File: src/spb_pkg.sv
// package: register map, field layout and shared types of the spi pin/baud block
package spb_pkg;
    // ********************************************************************
    // register map (word addresses on avalon, byte address = 4 * index)
    // ********************************************************************
    localparam logic [1:0] SPB_ADDR_FEATURE = 2'h0;
    localparam logic [1:0] SPB_ADDR_RATE = 2'h1;
    localparam logic [1:0] SPB_ADDR_MODE = 2'h2;

    // feature control field positions
    localparam int SPB_FC_MODF_EN = 4;
    localparam int SPB_FC_BIDIR_OE = 3;
    localparam int SPB_FC_STOP_WAIT = 1;
    localparam int SPB_FC_SINGLE = 0;
    localparam logic [7:0] SPB_FC_MASK = 8'h1b;
    localparam logic [7:0] SPB_FC_RESET = 8'h00;

    // bit rate select field positions
    localparam int SPB_BR_PRE_LSB = 4;
    localparam int SPB_BR_DIV_LSB = 0;
    localparam logic [7:0] SPB_BR_MASK = 8'h77;
    localparam logic [7:0] SPB_BR_RESET = 8'h00;

    // mode register: bit 0 master_select, bit 1 select_output_enable
    localparam int SPB_MD_MASTER = 0;
    localparam int SPB_MD_SELECT_OUTPUT_ENABLE = 1;
    localparam logic [7:0] SPB_MD_MASK = 8'h03;
    localparam logic [7:0] SPB_MD_RESET = 8'h00;

    // pin role of the slave-select pin
    typedef enum logic [1:0] {
        SPB_SS_SLAVE_IN = 2'b00,
        SPB_SS_GPIO = 2'b01,
        SPB_SS_FAULT_IN = 2'b10,
        SPB_SS_DRIVE_OUT = 2'b11
    } spb_ss_role_t;

    // pin routing decisions handed to the shifter and port logic
    typedef struct packed {
        spb_ss_role_t ss_role;
        logic miso_gpio;
        logic shared_on_mosi;
        logic shared_on_miso;
        logic shared_drive;
    } spb_route_t;
endpackage : spb_pkg

File: src/spb_rate_gen.sv
// rate generator: prescaler feeding power-of-two divider
`timescale 1ns/10ps
module spb_rate_gen (
    input wire logic mclk_i,        // bus clock
    input wire logic rst_i,         // sync reset, active high
    input wire logic run_i,         // count only while high
    input wire logic [2:0] pre_i,   // prescale select
    input wire logic [2:0] div_i,   // rate divider select
    output logic tick_o             // one pulse per bit-rate edge period
);
    import spb_pkg::*;

    logic [2:0] pre_r, pre_nxt;
    logic [7:0] div_r, div_nxt;
    logic pre_tick;
    logic [7:0] div_last;
    logic tick_r, tick_nxt;

    // ******************************************************************
    // dividers
    // ******************************************************************
    // prescaler wraps at field value, so divisor is value plus one
    assign pre_tick = run_i && (pre_r >= pre_i);
    // divider wraps at 2^(field+1) - 1; shift amount is 4 bits so 7 gives 256
    assign div_last = 8'(({8'h00, 1'b1} << ({1'b0, div_i} + 4'h1))
        - 9'h001);

    // next counter values
    always_comb begin
        pre_nxt = pre_r;
        div_nxt = div_r;
        tick_nxt = 1'b0;
        if (!run_i) begin
            pre_nxt = 3'h0;
            div_nxt = 8'h00;
        end else if (pre_tick) begin
            pre_nxt = 3'h0;
            if (div_r >= div_last) begin
                div_nxt = 8'h00;
                tick_nxt = 1'b1;
            end else begin
                div_nxt = div_r + 8'h01;
            end
        end else begin
            pre_nxt = pre_r + 3'h1;
        end
    end

    // registers
    always_ff @(posedge mclk_i) begin
        if (rst_i) begin
            pre_r <= 3'h0;
            div_r <= 8'h00;
            tick_r <= 1'b0;
        end else begin
            pre_r <= pre_nxt;
            div_r <= div_nxt;
            tick_r <= tick_nxt;
        end
    end

    assign tick_o = tick_r;
endmodule : spb_rate_gen

File: src/spb_top.sv
// spi feature control and bit-rate generator with avalon register slave
// Contract
// - feature control bits 7,6,5,2 hold nothing and read zero
// - slave mode ignores mode-fault enable; select pin is low-true input
// - master with mode-fault off releases select pin to port i/o
// - master with mode-fault on uses pin as fault input or select output
// - select output enable: 0 fault input, 1 driven select output
// - single-wire mode: output enable bit 0 input, 1 drives pin
// - output enable bit ignored with separate data pins
// - single-wire: slave uses miso pin, master uses mosi pin
// - pin control 0 gives separate input and output data pins
// - single-wire master releases miso pin to port i/o
// - stop-in-wait 1 halts interface clocks during wait
// - bit-rate register readable and writable at any time
// - prescaler divides bus clock by field plus one
// - rate divider divides by two to 256 in powers of two
// - prescaler feeds divider; output is bit clock, master only
`timescale 1ns/10ps
module spb_top (
    input wire logic mclk_i,               // 25 mhz bus clock
    input wire logic rst_i,                // sync reset, active high
    // avalon-mm slave
    input wire logic [1:0] avs_address_i,  // word address
    input wire logic avs_read_i,           // read strobe
    input wire logic avs_write_i,          // write strobe
    input wire logic [3:0] avs_byteenable_i, // byte enables
    input wire logic [31:0] avs_writedata_i, // write data
    output logic [31:0] avs_readdata_o,    // read data
    output logic avs_waitrequest_o,        // stall
    // system
    input wire logic wait_mode_i,          // cpu in wait mode (same clock)
    input wire logic xfer_active_i,        // shifter busy (same clock)
    // pins
    input wire logic ss_pin_i,             // slave-select pin level
    input wire logic mosi_pin_i,           // mosi pin level
    input wire logic miso_pin_i,           // miso pin level
    input wire logic tx_bit_i,             // serial bit from shifter
    output logic ss_out_o,                 // select pin drive level
    output logic ss_oe_n_o,                // select drive enable, low drives
    output logic mosi_out_o,               // mosi drive level
    output logic mosi_oe_n_o,              // mosi drive enable, low drives
    output logic miso_out_o,               // miso drive level
    output logic miso_oe_n_o,              // miso drive enable, low drives
    // to shifter and port logic
    output logic rx_bit_o,                 // serial data in to shifter
    output logic ss_in_n_o,                // synced select input, low true
    output logic mode_fault_o,             // select low while fault input
    output spb_pkg::spb_route_t route_o,   // pin routing decisions
    output logic clk_run_o,                // interface clocks enabled
    output logic bit_tick_o                // master bit-rate enable pulse
);
    import spb_pkg::*;

    // ******************************************************************
    // registers and bus slave
    // ******************************************************************
    logic [7:0] fc_r, fc_nxt;
    logic [7:0] br_r, br_nxt;
    logic [7:0] md_r, md_nxt;
    logic [31:0] rd_r, rd_nxt;
    logic ack_r, ack_nxt;
    logic [7:0] rd_byte;
    logic master, modf_en, select_output_enable, single, bidir_oe;

    // single wait state on every access; response one cycle later
    always_comb begin
        fc_nxt = fc_r;
        br_nxt = br_r;
        md_nxt = md_r;
        rd_nxt = rd_r;
        ack_nxt = 1'b0;
        unique case (avs_address_i)
            SPB_ADDR_FEATURE: rd_byte = fc_r & SPB_FC_MASK;
            SPB_ADDR_RATE: rd_byte = br_r & SPB_BR_MASK;
            SPB_ADDR_MODE: rd_byte = md_r & SPB_MD_MASK;
            default: rd_byte = 8'h00;                             // unmapped
        endcase
        if ((avs_read_i || avs_write_i) && !ack_r) begin
            ack_nxt = 1'b1;
            rd_nxt = {24'h0, rd_byte};
            if (avs_write_i && avs_byteenable_i[0]) begin
                unique case (avs_address_i)
                    SPB_ADDR_FEATURE: fc_nxt = avs_writedata_i[7:0]
                        & SPB_FC_MASK;
                    // accepted regardless of transfer state
                    SPB_ADDR_RATE: br_nxt = avs_writedata_i[7:0]
                        & SPB_BR_MASK;
                    SPB_ADDR_MODE: md_nxt = avs_writedata_i[7:0]
                        & SPB_MD_MASK;
                    default: ;
                endcase
            end
        end
    end

    // register state
    always_ff @(posedge mclk_i) begin
        if (rst_i) begin
            fc_r <= SPB_FC_RESET;
            br_r <= SPB_BR_RESET;
            md_r <= SPB_MD_RESET;
            rd_r <= 32'h0;
            ack_r <= 1'b0;
        end else begin
            fc_r <= fc_nxt;
            br_r <= br_nxt;
            md_r <= md_nxt;
            rd_r <= rd_nxt;
            ack_r <= ack_nxt;
        end
    end

    assign avs_waitrequest_o = (avs_read_i || avs_write_i) && !ack_r;
    assign avs_readdata_o = rd_r;

    assign master = md_r[SPB_MD_MASTER];
    assign select_output_enable = md_r[SPB_MD_SELECT_OUTPUT_ENABLE];
    assign modf_en = fc_r[SPB_FC_MODF_EN];
    assign single = fc_r[SPB_FC_SINGLE];
    assign bidir_oe = fc_r[SPB_FC_BIDIR_OE];

    // ******************************************************************
    // pin synchronisers
    // ******************************************************************
    logic [2:0] sync1_r, sync2_r;

    always_ff @(posedge mclk_i) begin
        if (rst_i) begin
            sync1_r <= 3'h7;
            sync2_r <= 3'h7;
        end else begin
            sync1_r <= {ss_pin_i, mosi_pin_i, miso_pin_i};
            sync2_r <= sync1_r;
        end
    end

    // ******************************************************************
    // pin routing
    // ******************************************************************
    spb_route_t rt;
    logic clk_run;

    always_comb begin
        rt = '0;
        if (!master) begin
            rt.ss_role = SPB_SS_SLAVE_IN;
        end else if (!modf_en) begin
            rt.ss_role = SPB_SS_GPIO;
        end else if (select_output_enable) begin
            rt.ss_role = SPB_SS_DRIVE_OUT;
        end else begin
            rt.ss_role = SPB_SS_FAULT_IN;
        end
        rt.shared_on_mosi = single && master;
        rt.shared_on_miso = single && !master;
        rt.miso_gpio = single && master;
        rt.shared_drive = single && bidir_oe;
    end

    // stop-in-wait halts interface clocks while the cpu waits
    assign clk_run = !(fc_r[SPB_FC_STOP_WAIT] && wait_mode_i);

    // data pin drives and receive selection
    always_comb begin
        mosi_oe_n_o = 1'b1;
        miso_oe_n_o = 1'b1;
        rx_bit_o = 1'b0;
        if (single) begin
            // shared pin drives only on bidir enable
            if (master) begin
                mosi_oe_n_o = !bidir_oe;
                rx_bit_o = sync2_r[1];
            end else begin
                miso_oe_n_o = !bidir_oe;
                rx_bit_o = sync2_r[0];
            end
        end else if (master) begin
            mosi_oe_n_o = 1'b0;
            rx_bit_o = sync2_r[0];
        end else begin
            miso_oe_n_o = !(!sync2_r[2]);
            rx_bit_o = sync2_r[1];
        end
    end

    assign mosi_out_o = tx_bit_i;
    assign miso_out_o = tx_bit_i;
    // automatic select: low while a transfer runs
    assign ss_oe_n_o = (rt.ss_role != SPB_SS_DRIVE_OUT);
    assign ss_out_o = !xfer_active_i;
    assign ss_in_n_o = (rt.ss_role == SPB_SS_SLAVE_IN) ? sync2_r[2]
        : 1'b1;
    assign mode_fault_o = (rt.ss_role == SPB_SS_FAULT_IN)
        && !sync2_r[2];
    assign route_o = rt;
    assign clk_run_o = clk_run;

    // ******************************************************************
    // bit-rate generator, master only
    // ******************************************************************
    spb_rate_gen u_rate (
        .mclk_i(mclk_i),
        .rst_i(rst_i),
        .run_i(clk_run && master),
        .pre_i(br_r[SPB_BR_PRE_LSB +: 3]),
        .div_i(br_r[SPB_BR_DIV_LSB +: 3]),
        .tick_o(bit_tick_o)
    );
endmodule : spb_top

File: config.mk
export PLATFORM = sky130hd
export DESIGN_NAME = spb_top
export DESIGN_NICKNAME = d
export VERILOG_FILES = /design/src/spb_pkg.sv /design/src/spb_rate_gen.sv /design/src/spb_top.sv
export SDC_FILE = /design/constraint.sdc
export NUM_CORES = 1
export LEC_CHECK = 0
export ABC_AREA = 1
export BUFFER_PORTS_ARGS = -buffer_cell sky130_fd_sc_hd__buf_4
export CELL_PAD_IN_SITES_DETAIL_PLACEMENT = 2
export CELL_PAD_IN_SITES_GLOBAL_PLACEMENT = 2
export CORE_MARGIN = 10
export CORE_UTILIZATION = 26
export DETAILED_ROUTE_END_ITERATION = 16
export GPL_TIMING_DRIVEN = 0
export PLACE_DENSITY_LB_ADDON = 0.12
export SYNTH_ARGS = -nofsm -noshare
export SYNTH_HDL_FRONTEND = slang
export SYNTH_SLANG_ARGS = --single-unit
File: constraint.sdc
create_clock -name mclk_i -period 3.7 [get_ports mclk_i]
set_input_delay 0.74 -clock mclk_i [delete_from_list [all_inputs] [get_ports mclk_i]]
set_output_delay 0.74 -clock mclk_i [all_outputs]
set_load 0.01 [all_outputs]
## Word-level counts from Yosys, hierarchy flattened

Cells that the tools add are included.

| word-level totals | value |
|---|---|
| input bits | 48 |
| register bits | 39 |
| output and inout port bits | 50 |
| logic and storage cells | 64 |

| operators by class | value |
|---|---|
| multiplexer cells | 17 |
| shift-type cells | 1 |
| reductions and logical operators | 24 |
| bitwise operators | 2 |
| order comparisons | 2 |
| $add $sub $neg | 4 |
| eq/ne operators | 4 |

Operators by type and width:

| cell | count |
|---|---|
| one-hot mux 7 bit (3 select lines) | 1 |
| two-way mux 1 bit | 13 |
| logical AND 1 bit | 9 |
| AND reduction 3 bit | 3 |
| adder 8 x 1 -> 8 bit (second input constant) | 1 |
| greater-or-equal comparator 8 bit | 1 |
| two-way mux 8 bit | 1 |
| << shifter 1 x 4 -> 8 bit (first input constant) | 1 |
| subtractor 8 x 1 -> 8 bit (second input constant) | 1 |
| logical NOT 1 bit | 6 |
| OR reduction 3 bit | 2 |
| adder 3 x 1 -> 4 bit (second input constant) | 1 |
| equality test 2 bit (second input constant) | 2 |
| logical NOT 2 bit | 2 |
| two-way mux 2 bit | 2 |
| adder 3 x 1 -> 3 bit (second input constant) | 1 |
| greater-or-equal comparator 3 bit | 1 |
| equality test 2 x 1 -> 1 bit (second input constant) | 1 |
| != test 2 bit (second input constant) | 1 |
| inverter 1 bit | 2 |
| OR reduction 2 bit | 1 |
| logical OR 1 bit | 1 |

## Logic depth before layout (Yosys ltp)

Gate-level depths: netlist of the first run.

| logic depth | value |
|---|---|
| word-level depth | 6 |
| depth in mapped cells | 15 |
| mapped depth without buffers | 14 |

## Modules after synthesis

From an unflattened synthesis of the first run, not the netlist that was laid out.

| unflattened totals | value |
|---|---|
| cells, all modules | 307 |
| area, all modules | 2,223.4 sq um |

By module, submodules not included:

| module | seq. area each (sq um) | area an instance (sq um) | cells an instance | times used |
|---|---|---|---|---|
| spb_top | 520.5 | 1,313.8 | 175 | 1 |
| spb_rate_gen | 240.2 | 909.6 | 132 | 1 |

## Least setup slack after synthesis of the first run

No wires, ideal clock.

| timing | value |
|---|---|
| path kind | register -> register |
| start | register br_r[0] |
| end | register u_rate.div_r[7] |
| setup slack | 1,638 ps |
| path buffers | 1 |
| setup time | 64 ps |
| required time | 3,636 ps |
| stages on the path, launching flop included | 16 |
| period minus slack after synthesis | 2,062 ps |
| arrival time | 1,998 ps |
| cells stage by stage | dfxtp_1 -> clkbuf_1 -> nor2_1 -> nand2_1 -> ha_1 -> o21ai_0 -> o22ai_1 -> inv_1 -> ha_1 -> nand2_1 -> nor2_1 -> nor2_1 -> nand2_1 -> nand2_1 -> nand3_1 -> nor2_1 |

| between the ends | value |
|---|---|
| longest elaborated chain between the ends | 5 |

RTL lines:

| element | line | RTL |
|---|---|---|
| start: declaration | spb_top.sv:58 | `logic [7:0] br_r, br_nxt;` |
| start signal: assignment | spb_top.sv:106 | `br_r <= br_nxt;` |
| adder 3 x 1 -> 4 bit | spb_rate_gen.sv:25 | `assign div_last = 8'(({8'h00, 1'b1} << ({1'b0, div_i} + 4'h1))` |
| << shifter 1 x 4 -> 8 bit | spb_rate_gen.sv:25 |  |
| subtractor 8 x 1 -> 8 bit | spb_rate_gen.sv:26 | `- 9'h001);` |
| greater-or-equal comparator 8 bit | spb_rate_gen.sv:38 | `if (div_r >= div_last) begin` |
| two-way mux 8 bit | spb_rate_gen.sv:38 |  |
| end signal: assignment | spb_rate_gen.sv:57 | `div_r <= div_nxt;` |
| end: declaration | spb_rate_gen.sv:14 | `logic [7:0] div_r, div_nxt;` |

No other way between the ends.
A chain may end at the register's enable or synchronous reset.

## Worst setup path in the final report of the first run

| timing | value |
|---|---|
| start | register br_r[0] |
| end | register u_rate.div_r[6] |

Same word-level chain as after synthesis.

==> results of run 1 <==
## synthesized netlist by cell type, types with 3 or more instances
master and count:
or2_2 7, inv_1 39, ha_1 14, nor2_1 34, nand2_1 40, clkbuf_1 3, dfxtp_1 38, o21ai_0 19
buf_4 28, nor3_1 6, nand4_1 3, a21oi_1 17, nand3_1 22, o31ai_1 3
## worst paths after layout
| path | from | end | slack (ns) | depth (start not counted) |
|---|---|---|---|---|
| worst min register to register | sync1_r[1] | sync2_r[1] | 0.41 | 1 |
| worst max-delay path | br_r[0] | u_rate.div_r[6] | 1.09 | 15 |
| worst max register to register | br_r[0] | u_rate.div_r[6] | 1.09 | 15 |
| worst min-delay path | sync1_r[1] | sync2_r[1] | 0.41 | 1 |
## logic make-up (layout without fill, tap and decap cells)
kind of cell | after synthesis | after routing
compound gates | 48 | 48
xor+xnor | 3 | 3
fa+ha+maj | 14 | 14
buf+inv | 73 | 123
flops | 38 | 38
mux | 1 | 1
other cells | 2 | 27
simple gates | 116 | 116
## power by group through the flow
stage / Combinational (mW) / Sequential (mW) / Clock (mW)
floorplan: 0.0850 / 0.433 / 0
global placement: 0.130 / 0.434 / 0
detailed placement: 0.133 / 0.434 / 0
CTS: 0.134 / 0.425 / 0.382
global route: 0.152 / 0.426 / 0.404
finish: 0.133 / 0.425 / 0.368
## layer usage
layer / share of wire (%) / vias up / wire length [microns] / global-route usage [%]
li1: - / 1044 / - / -
met1: 44 / 974 / 2870 / 12.0
met2: 50 / 40 / 3220 / 18.6
met3: 4.7 / 6 / 304 / 2.98
met4: 0.94 / 0 / 61 / 2.60
met5: 0 / - / 0 / 0
## metrics by stage
stage | instance area [sq um] | hold WS, ns | utilization [%]
after CTS | 2810 | 0.417 | 34.6
after floorplan | 2250 | 0.389 | -
after global routing | 2810 | 0.428 | 34.6
after detailed placement | 2700 | 0.398 | 33.2
after global placement | 2700 | 0.393 | 33.2
final | 2810 | 0.412 | 34.6
## registers in the layout, indices dropped and copies added (netlist names)
name / flops
ack_r: 1
avs_readdata_o: 7
br_r: 6
fc_r: 4
md_r: 2
sync1_r: 3
sync2_r: 3
u_rate.div_r: 8
u_rate.pre_r: 3
u_rate.tick_o: 1
## layout make-up
type	instances	share of cell area, %
multi-input combinational	209	39.1
sequential	38	27.0
timing repair buffer	43	11.5
buffer	32	8.27
inverter	41	5.47
tap	105	4.67
clock buffer	6	2.94
clock inverter	1	1.07
==> results.sh, run 1 <==
export IMPL_maxCapViolCount=0
export IMPL_path_class="register to register"
export IMPL_n_antenna_cell=0
export IMPL_rows=33
export IMPL_hold_viol_final=0
export IMPL_cp_max_fo=9
export IMPL_syn_avg_cell_area_sq_um=7.30
export IMPL_htree_levels=2
export IMPL_mostFrequentLayoutCells="71 x buf_4, 40 x nand2_1, 39 x inv_1"
export IMPL_async_reset_ff_share_pct=0
export IMPL_ys_seq_area_share_pct=35.3
export IMPL_synth_compound_area_share_pct=12.7
export IMPL_cts_buffer_depth=2
export IMPL_timing_final_ws_setup_ns=1.09
export IMPL_internal_power_mw=0.694
export IMPL_routabilityCongestion=0.740
export IMPL_multi_input_area_sq_um=1100
export IMPL_rsz0062_at_grt="false"
export IMPL_drive_gt1_share_pct=25.4
export IMPL_cp_end_kind="register"
export IMPL_p_leak_nw=1.37
export IMPL_synth_top_area_share_pct=35.3
export IMPL_grt_pass1_wl_microns=10800
export IMPL_synth_top_family_by_area="simple AND/OR/NAND/NOR gates"
export IMPL_fin_crit_ns=2.61
export IMPL_ys_ff_latch=38
export IMPL_yosys_warnings=0
export IMPL_slowest_delay_ns=0.32
export IMPL_postCtsSetupBuffers=0
export IMPL_grt_max_degree=12
export IMPL_drt_total_wl_microns=6460
export IMPL_synth_cells=295
export IMPL_startpoint_type="register"
export IMPL_drv_slew=0
export IMPL_hpwl_microns=5360
export IMPL_wire_per_inst_microns=13.6
export IMPL_ir_worst_vdd_mv=0.115
export IMPL_layout_nets=432
export IMPL_area_growth_syn_to_layout_pct=30.7
export IMPL_die_h_microns=111
export IMPL_vias_per_cell=4.35
export IMPL_cts_tree="done"
export IMPL_synthAdderAreaFrac_pct=8.14
export IMPL_drtAntennaViolNets=0
export IMPL_gr_usage_all_layers_pct=10.5
export IMPL_portBuffers=43
export IMPL_cts_root_buffer="clkbuf_8"
export IMPL_critPathArrivalTime_ns=2.85
export IMPL_p_per_area_nw_per_um2=329
export IMPL_dp_cells=468
export IMPL_pwr_share_comb_pct=14.4
export IMPL_synth_largest_area_cell="dfxtp_1"
export IMPL_critical_path_top_delay_family="simple AND/OR/NAND/NOR gates"
export IMPL_path_cells="clkbuf_1, nor2_1, nand2_1, ha_1, o21ai_0, o22ai_1, inv_1, ha_1, nand2_1, nor2_1, nor2_1, nand2_1, nand2_1, nand3_1, nor2_1"
export IMPL_synth_simple_gate_area_share_pct=23.7
export IMPL_status="completed"
export IMPL_synth_distinct_cells=31
export IMPL_clk_latency_ns=0.29
export IMPL_ys_top_cells_by_area="dfxtp_1 35%, buf_4 9.8%, ha_1 8.1%, nand2_1 7.0%, inv_1 6.8%"
export IMPL_cts_sinks=38
export IMPL_core_sq_um=8130
export IMPL_pin_count=98
export IMPL_via_count=2064
export IMPL_max_freq_mhz=382
export IMPL_antenna_found_initial=0
export IMPL_fin_crit_sh_pct=70.7
export IMPL_seqPwrFrac_pct=45.9
export IMPL_tns_ns=0
export IMPL_netlist_area_sq_um=2150
export IMPL_setup_violations=0
export IMPL_drc=0
export IMPL_synth_edf_count=0
export IMPL_p_switching_mw=0.232
export IMPL_synthMuxAreaShare_pct=0.523
export IMPL_path_buf_inv=2
export IMPL_start_util_pct=26.5
export IMPL_hp_class="register to register"
export IMPL_clock_skew_ns=0.00749
export IMPL_dr_pass1_iters=3
export IMPL_critical_path_slowest_cell="dfxtp_1"
export IMPL_clkSlewWorstSetupHoldPaths_ns=0.08
export IMPL_design_power_total_mw=0.926
export IMPL_layoutNonFillerInstCount=475
export IMPL_clkPwrFrac_pct=39.7
export IMPL_grt_pass1_vias=2193
export IMPL_fillers=995
export IMPL_synth_xor_xnor_area_share_pct=1.22
export IMPL_pre_cts_slack_ns=1.10
export IMPL_ctsHoldBuffers=0
export IMPL_dieArea_sq_um=12300
export IMPL_switching_share_pct=25.0
export IMPL_fp_dieW_microns=111
export IMPL_drt_initial_drc_count=54
export IMPL_synth_flop_cell="dfxtp_1"
export IMPL_cts_resized=0
export IMPL_cp_required_ns=3.93
export IMPL_grt_remaining_overflow=0
export IMPL_cts_buffers=5
export IMPL_layout_commonest_cell="buf_4"
export IMPL_regArea_sq_um=761
Note: power is estimated with default switching activity, not from simulation.
==> run 2, diff against run 1 <==
--- a/config.mk
+++ b/config.mk
@@ -10,7 +10,7 @@
 export CELL_PAD_IN_SITES_DETAIL_PLACEMENT = 2
 export CELL_PAD_IN_SITES_GLOBAL_PLACEMENT = 2
 export CORE_MARGIN = 10
-export CORE_UTILIZATION = 26
+export CORE_UTILIZATION = 22
 export DETAILED_ROUTE_END_ITERATION = 16
 export GPL_TIMING_DRIVEN = 0
 export PLACE_DENSITY_LB_ADDON = 0.12
==> constraint.sdc (replaced) <==
create_clock -name mclk_i -period 2.3 [get_ports mclk_i]
set_input_delay 0.46 -clock mclk_i [delete_from_list [all_inputs] [get_ports mclk_i]]
set_output_delay 0.46 -clock mclk_i [all_outputs]
set_load 0.01 [all_outputs]
==> run 2 against run 1 <==
Effect of this change: clock skew rose by 0.0045 ns; sequential cell count stayed put; critical path depth is 2 lower; sequential power rose by 60%; cell area rose by 3.2%; register-to-register slack lost 0.85 ns; core utilization shrank 4.5 points; sequential share of layout area decreased by 0.46 points.
==> results.sh, run 2 (same netlist as run 1, synthesis figures left out) <==
export IMPL_layout_commonest_cell="buf_4"
export IMPL_clock_skew_ns=0.0120
export IMPL_via_count=2084
export IMPL_path_common_cell="nand2_1"
export IMPL_grt_max_degree=13
export IMPL_fp_dieW_microns=119
export IMPL_r2r_cells=13
export IMPL_grt_remaining_overflow=0
export IMPL_rsz0062_at_grt="false"
export IMPL_gr_usage_all_layers_pct=9.71
export IMPL_timing_rr_start="br_r[0]"
export IMPL_pin_count=98
export IMPL_min_from="mosi_pin_i"
export IMPL_design_power_total_mw=1.49
export IMPL_ir_worst_vdd_mv=0.243
export IMPL_tns_ns=0
export IMPL_cts_sinks=38
export IMPL_portBuffers=43
export IMPL_die_h_microns=119
export IMPL_critical_path_slowest_cell="dfxtp_4"
export IMPL_drt_initial_drc_count=56
export IMPL_antenna_found_initial=0
export IMPL_cp_required_ns=2.54
export IMPL_drc=0
export IMPL_maxCapViolCount=0
export IMPL_dieArea_sq_um=14100
export IMPL_path_buf_inv=1
export IMPL_start_util_pct=22.3
export IMPL_wire_per_inst_microns=13.4
export IMPL_cts_tree="done"
export IMPL_critPathArrivalTime_ns=2.30
export IMPL_fin_crit_sh_pct=89.6
export IMPL_clkSlewWorstSetupHoldPaths_ns=0.09
export IMPL_htree_levels=2
export IMPL_cp_max_fo=8
export IMPL_cts_root_buffer="clkbuf_8"
export IMPL_path_class="register to register"
export IMPL_path_depth=13
export IMPL_routabilityCongestion=0.727
export IMPL_cp_end_kind="register"
export IMPL_path_cells="nor2_2, nand2_1, ha_4, o22ai_1, inv_1, ha_1, nand2_1, nor2_1, nor2_2, nand2_1, nand2_4, nand3_1, nor2_1"
export IMPL_drv_slew=0
export IMPL_drtAntennaViolNets=0
export IMPL_hold_viol_final=0
export IMPL_area_growth_syn_to_layout_pct=34.9
export IMPL_grt_pass1_vias=2280
export IMPL_cts_buffers=5
export IMPL_dr_pass1_iters=4
export IMPL_drive_gt1_share_pct=29.0
export IMPL_regMostFlops="u_rate.div_r"
export IMPL_p_leak_nw=1.40
export IMPL_startpoint="br_r[0]"
export IMPL_hpwl_microns=5550
export IMPL_hp_class="input pin to register"
export IMPL_cts_buffer_depth=2
export IMPL_setup_violations=0
export IMPL_layout_nets=433
export IMPL_hold_depth=2
export IMPL_fin_crit_ns=2.06
export IMPL_whs_ns=0.344
export IMPL_max_freq_mhz=485
export IMPL_p_per_area_nw_per_um2=514
export IMPL_critical_path_top_delay_family="simple AND/OR/NAND/NOR gates"
export IMPL_status="completed"
export IMPL_mostFrequentLayoutCells="73 x buf_4, 38 x inv_1, 38 x nand2_1"
export IMPL_largest_reg_flops=8
export IMPL_grt_pass1_wl_microns=11400
export IMPL_n_antenna_cell=0
export IMPL_rows=36
export IMPL_slowest_delay_ns=0.38
export IMPL_startpoint_type="register"
export IMPL_core_sq_um=9640
export IMPL_vias_per_cell=4.13
export IMPL_drt_total_wl_microns=6740
export IMPL_clk_latency_ns=0.30
-- run 2: changes by cell type in the layout (fill, tap and decap cells not counted), moves of 2 or more --
cell      previous run  this run
buf_4               71        73
clkinv_2             0         2
dfxtp_1             38        35
dfxtp_4              0         3
nand2_1             40        38
nor2_1              34        31
nor2_2               1         4
-- run 2: per-stage QoR --
step                setup WS, ns  cells  area, sq um  utilization, %
floorplan                  0.238    320         2250               -
global placement          -0.245    496         2740            28.4
detailed placement        -0.351    496         2740            28.4
CTS                       0.0399    504         2860            29.6
global route              0.0159    505         2900            30.1
finish                     0.239    505         2900            30.1
-- run 2: what timing repair did --
item | 4_1_cts | 5_1_grt
pin swaps | 1 | 2
hold buffers | 0 | 0
gates resized for setup | 5 | 12
setup buffers | 1 | 1
setup endpoints to repair | 9 | 9
-- run 2: final timing paths --
| path | end | slack, ns |
|---|---|---|
| hold reg to reg | sync2_r[2] | 0.42 |
| setup reg to reg | u_rate.div_r[4] | 0.24 |
| hold / removal | sync1_r[1] | 0.34 |
| setup / recovery | u_rate.div_r[4] | 0.24 |
-- run 2: where the power goes --
part	switching (mW)	total, mW	internal [mW]
Combinational	0.122	0.224	0.101
Sequential	0.0116	0.682	0.671
Clock	0.266	0.586	0.320
-- run 2: cell type report --
class,instances,area [sq um]
well taps,133,166
inverters,41,154
clock inverters,3,40.0
flip-flops and latches,38,772
repair buffers,45,338
plain buffers,31,229
fillers,1177,6740
multi-input cells,209,1140
clock buffers,5,68.8
-- run 2: per-layer routing --
| metal | vias to the layer above | part of all wire, % | track usage, % |
|---|---|---|---|
| li1 | 1044 | - | - |
| met1 | 995 | 44 | 10.7 |
| met2 | 39 | 50 | 17.7 |
| met3 | 6 | 5.3 | 2.88 |
| met4 | 0 | 1.1 | 2.75 |
| met5 | - | 0 | 0 |
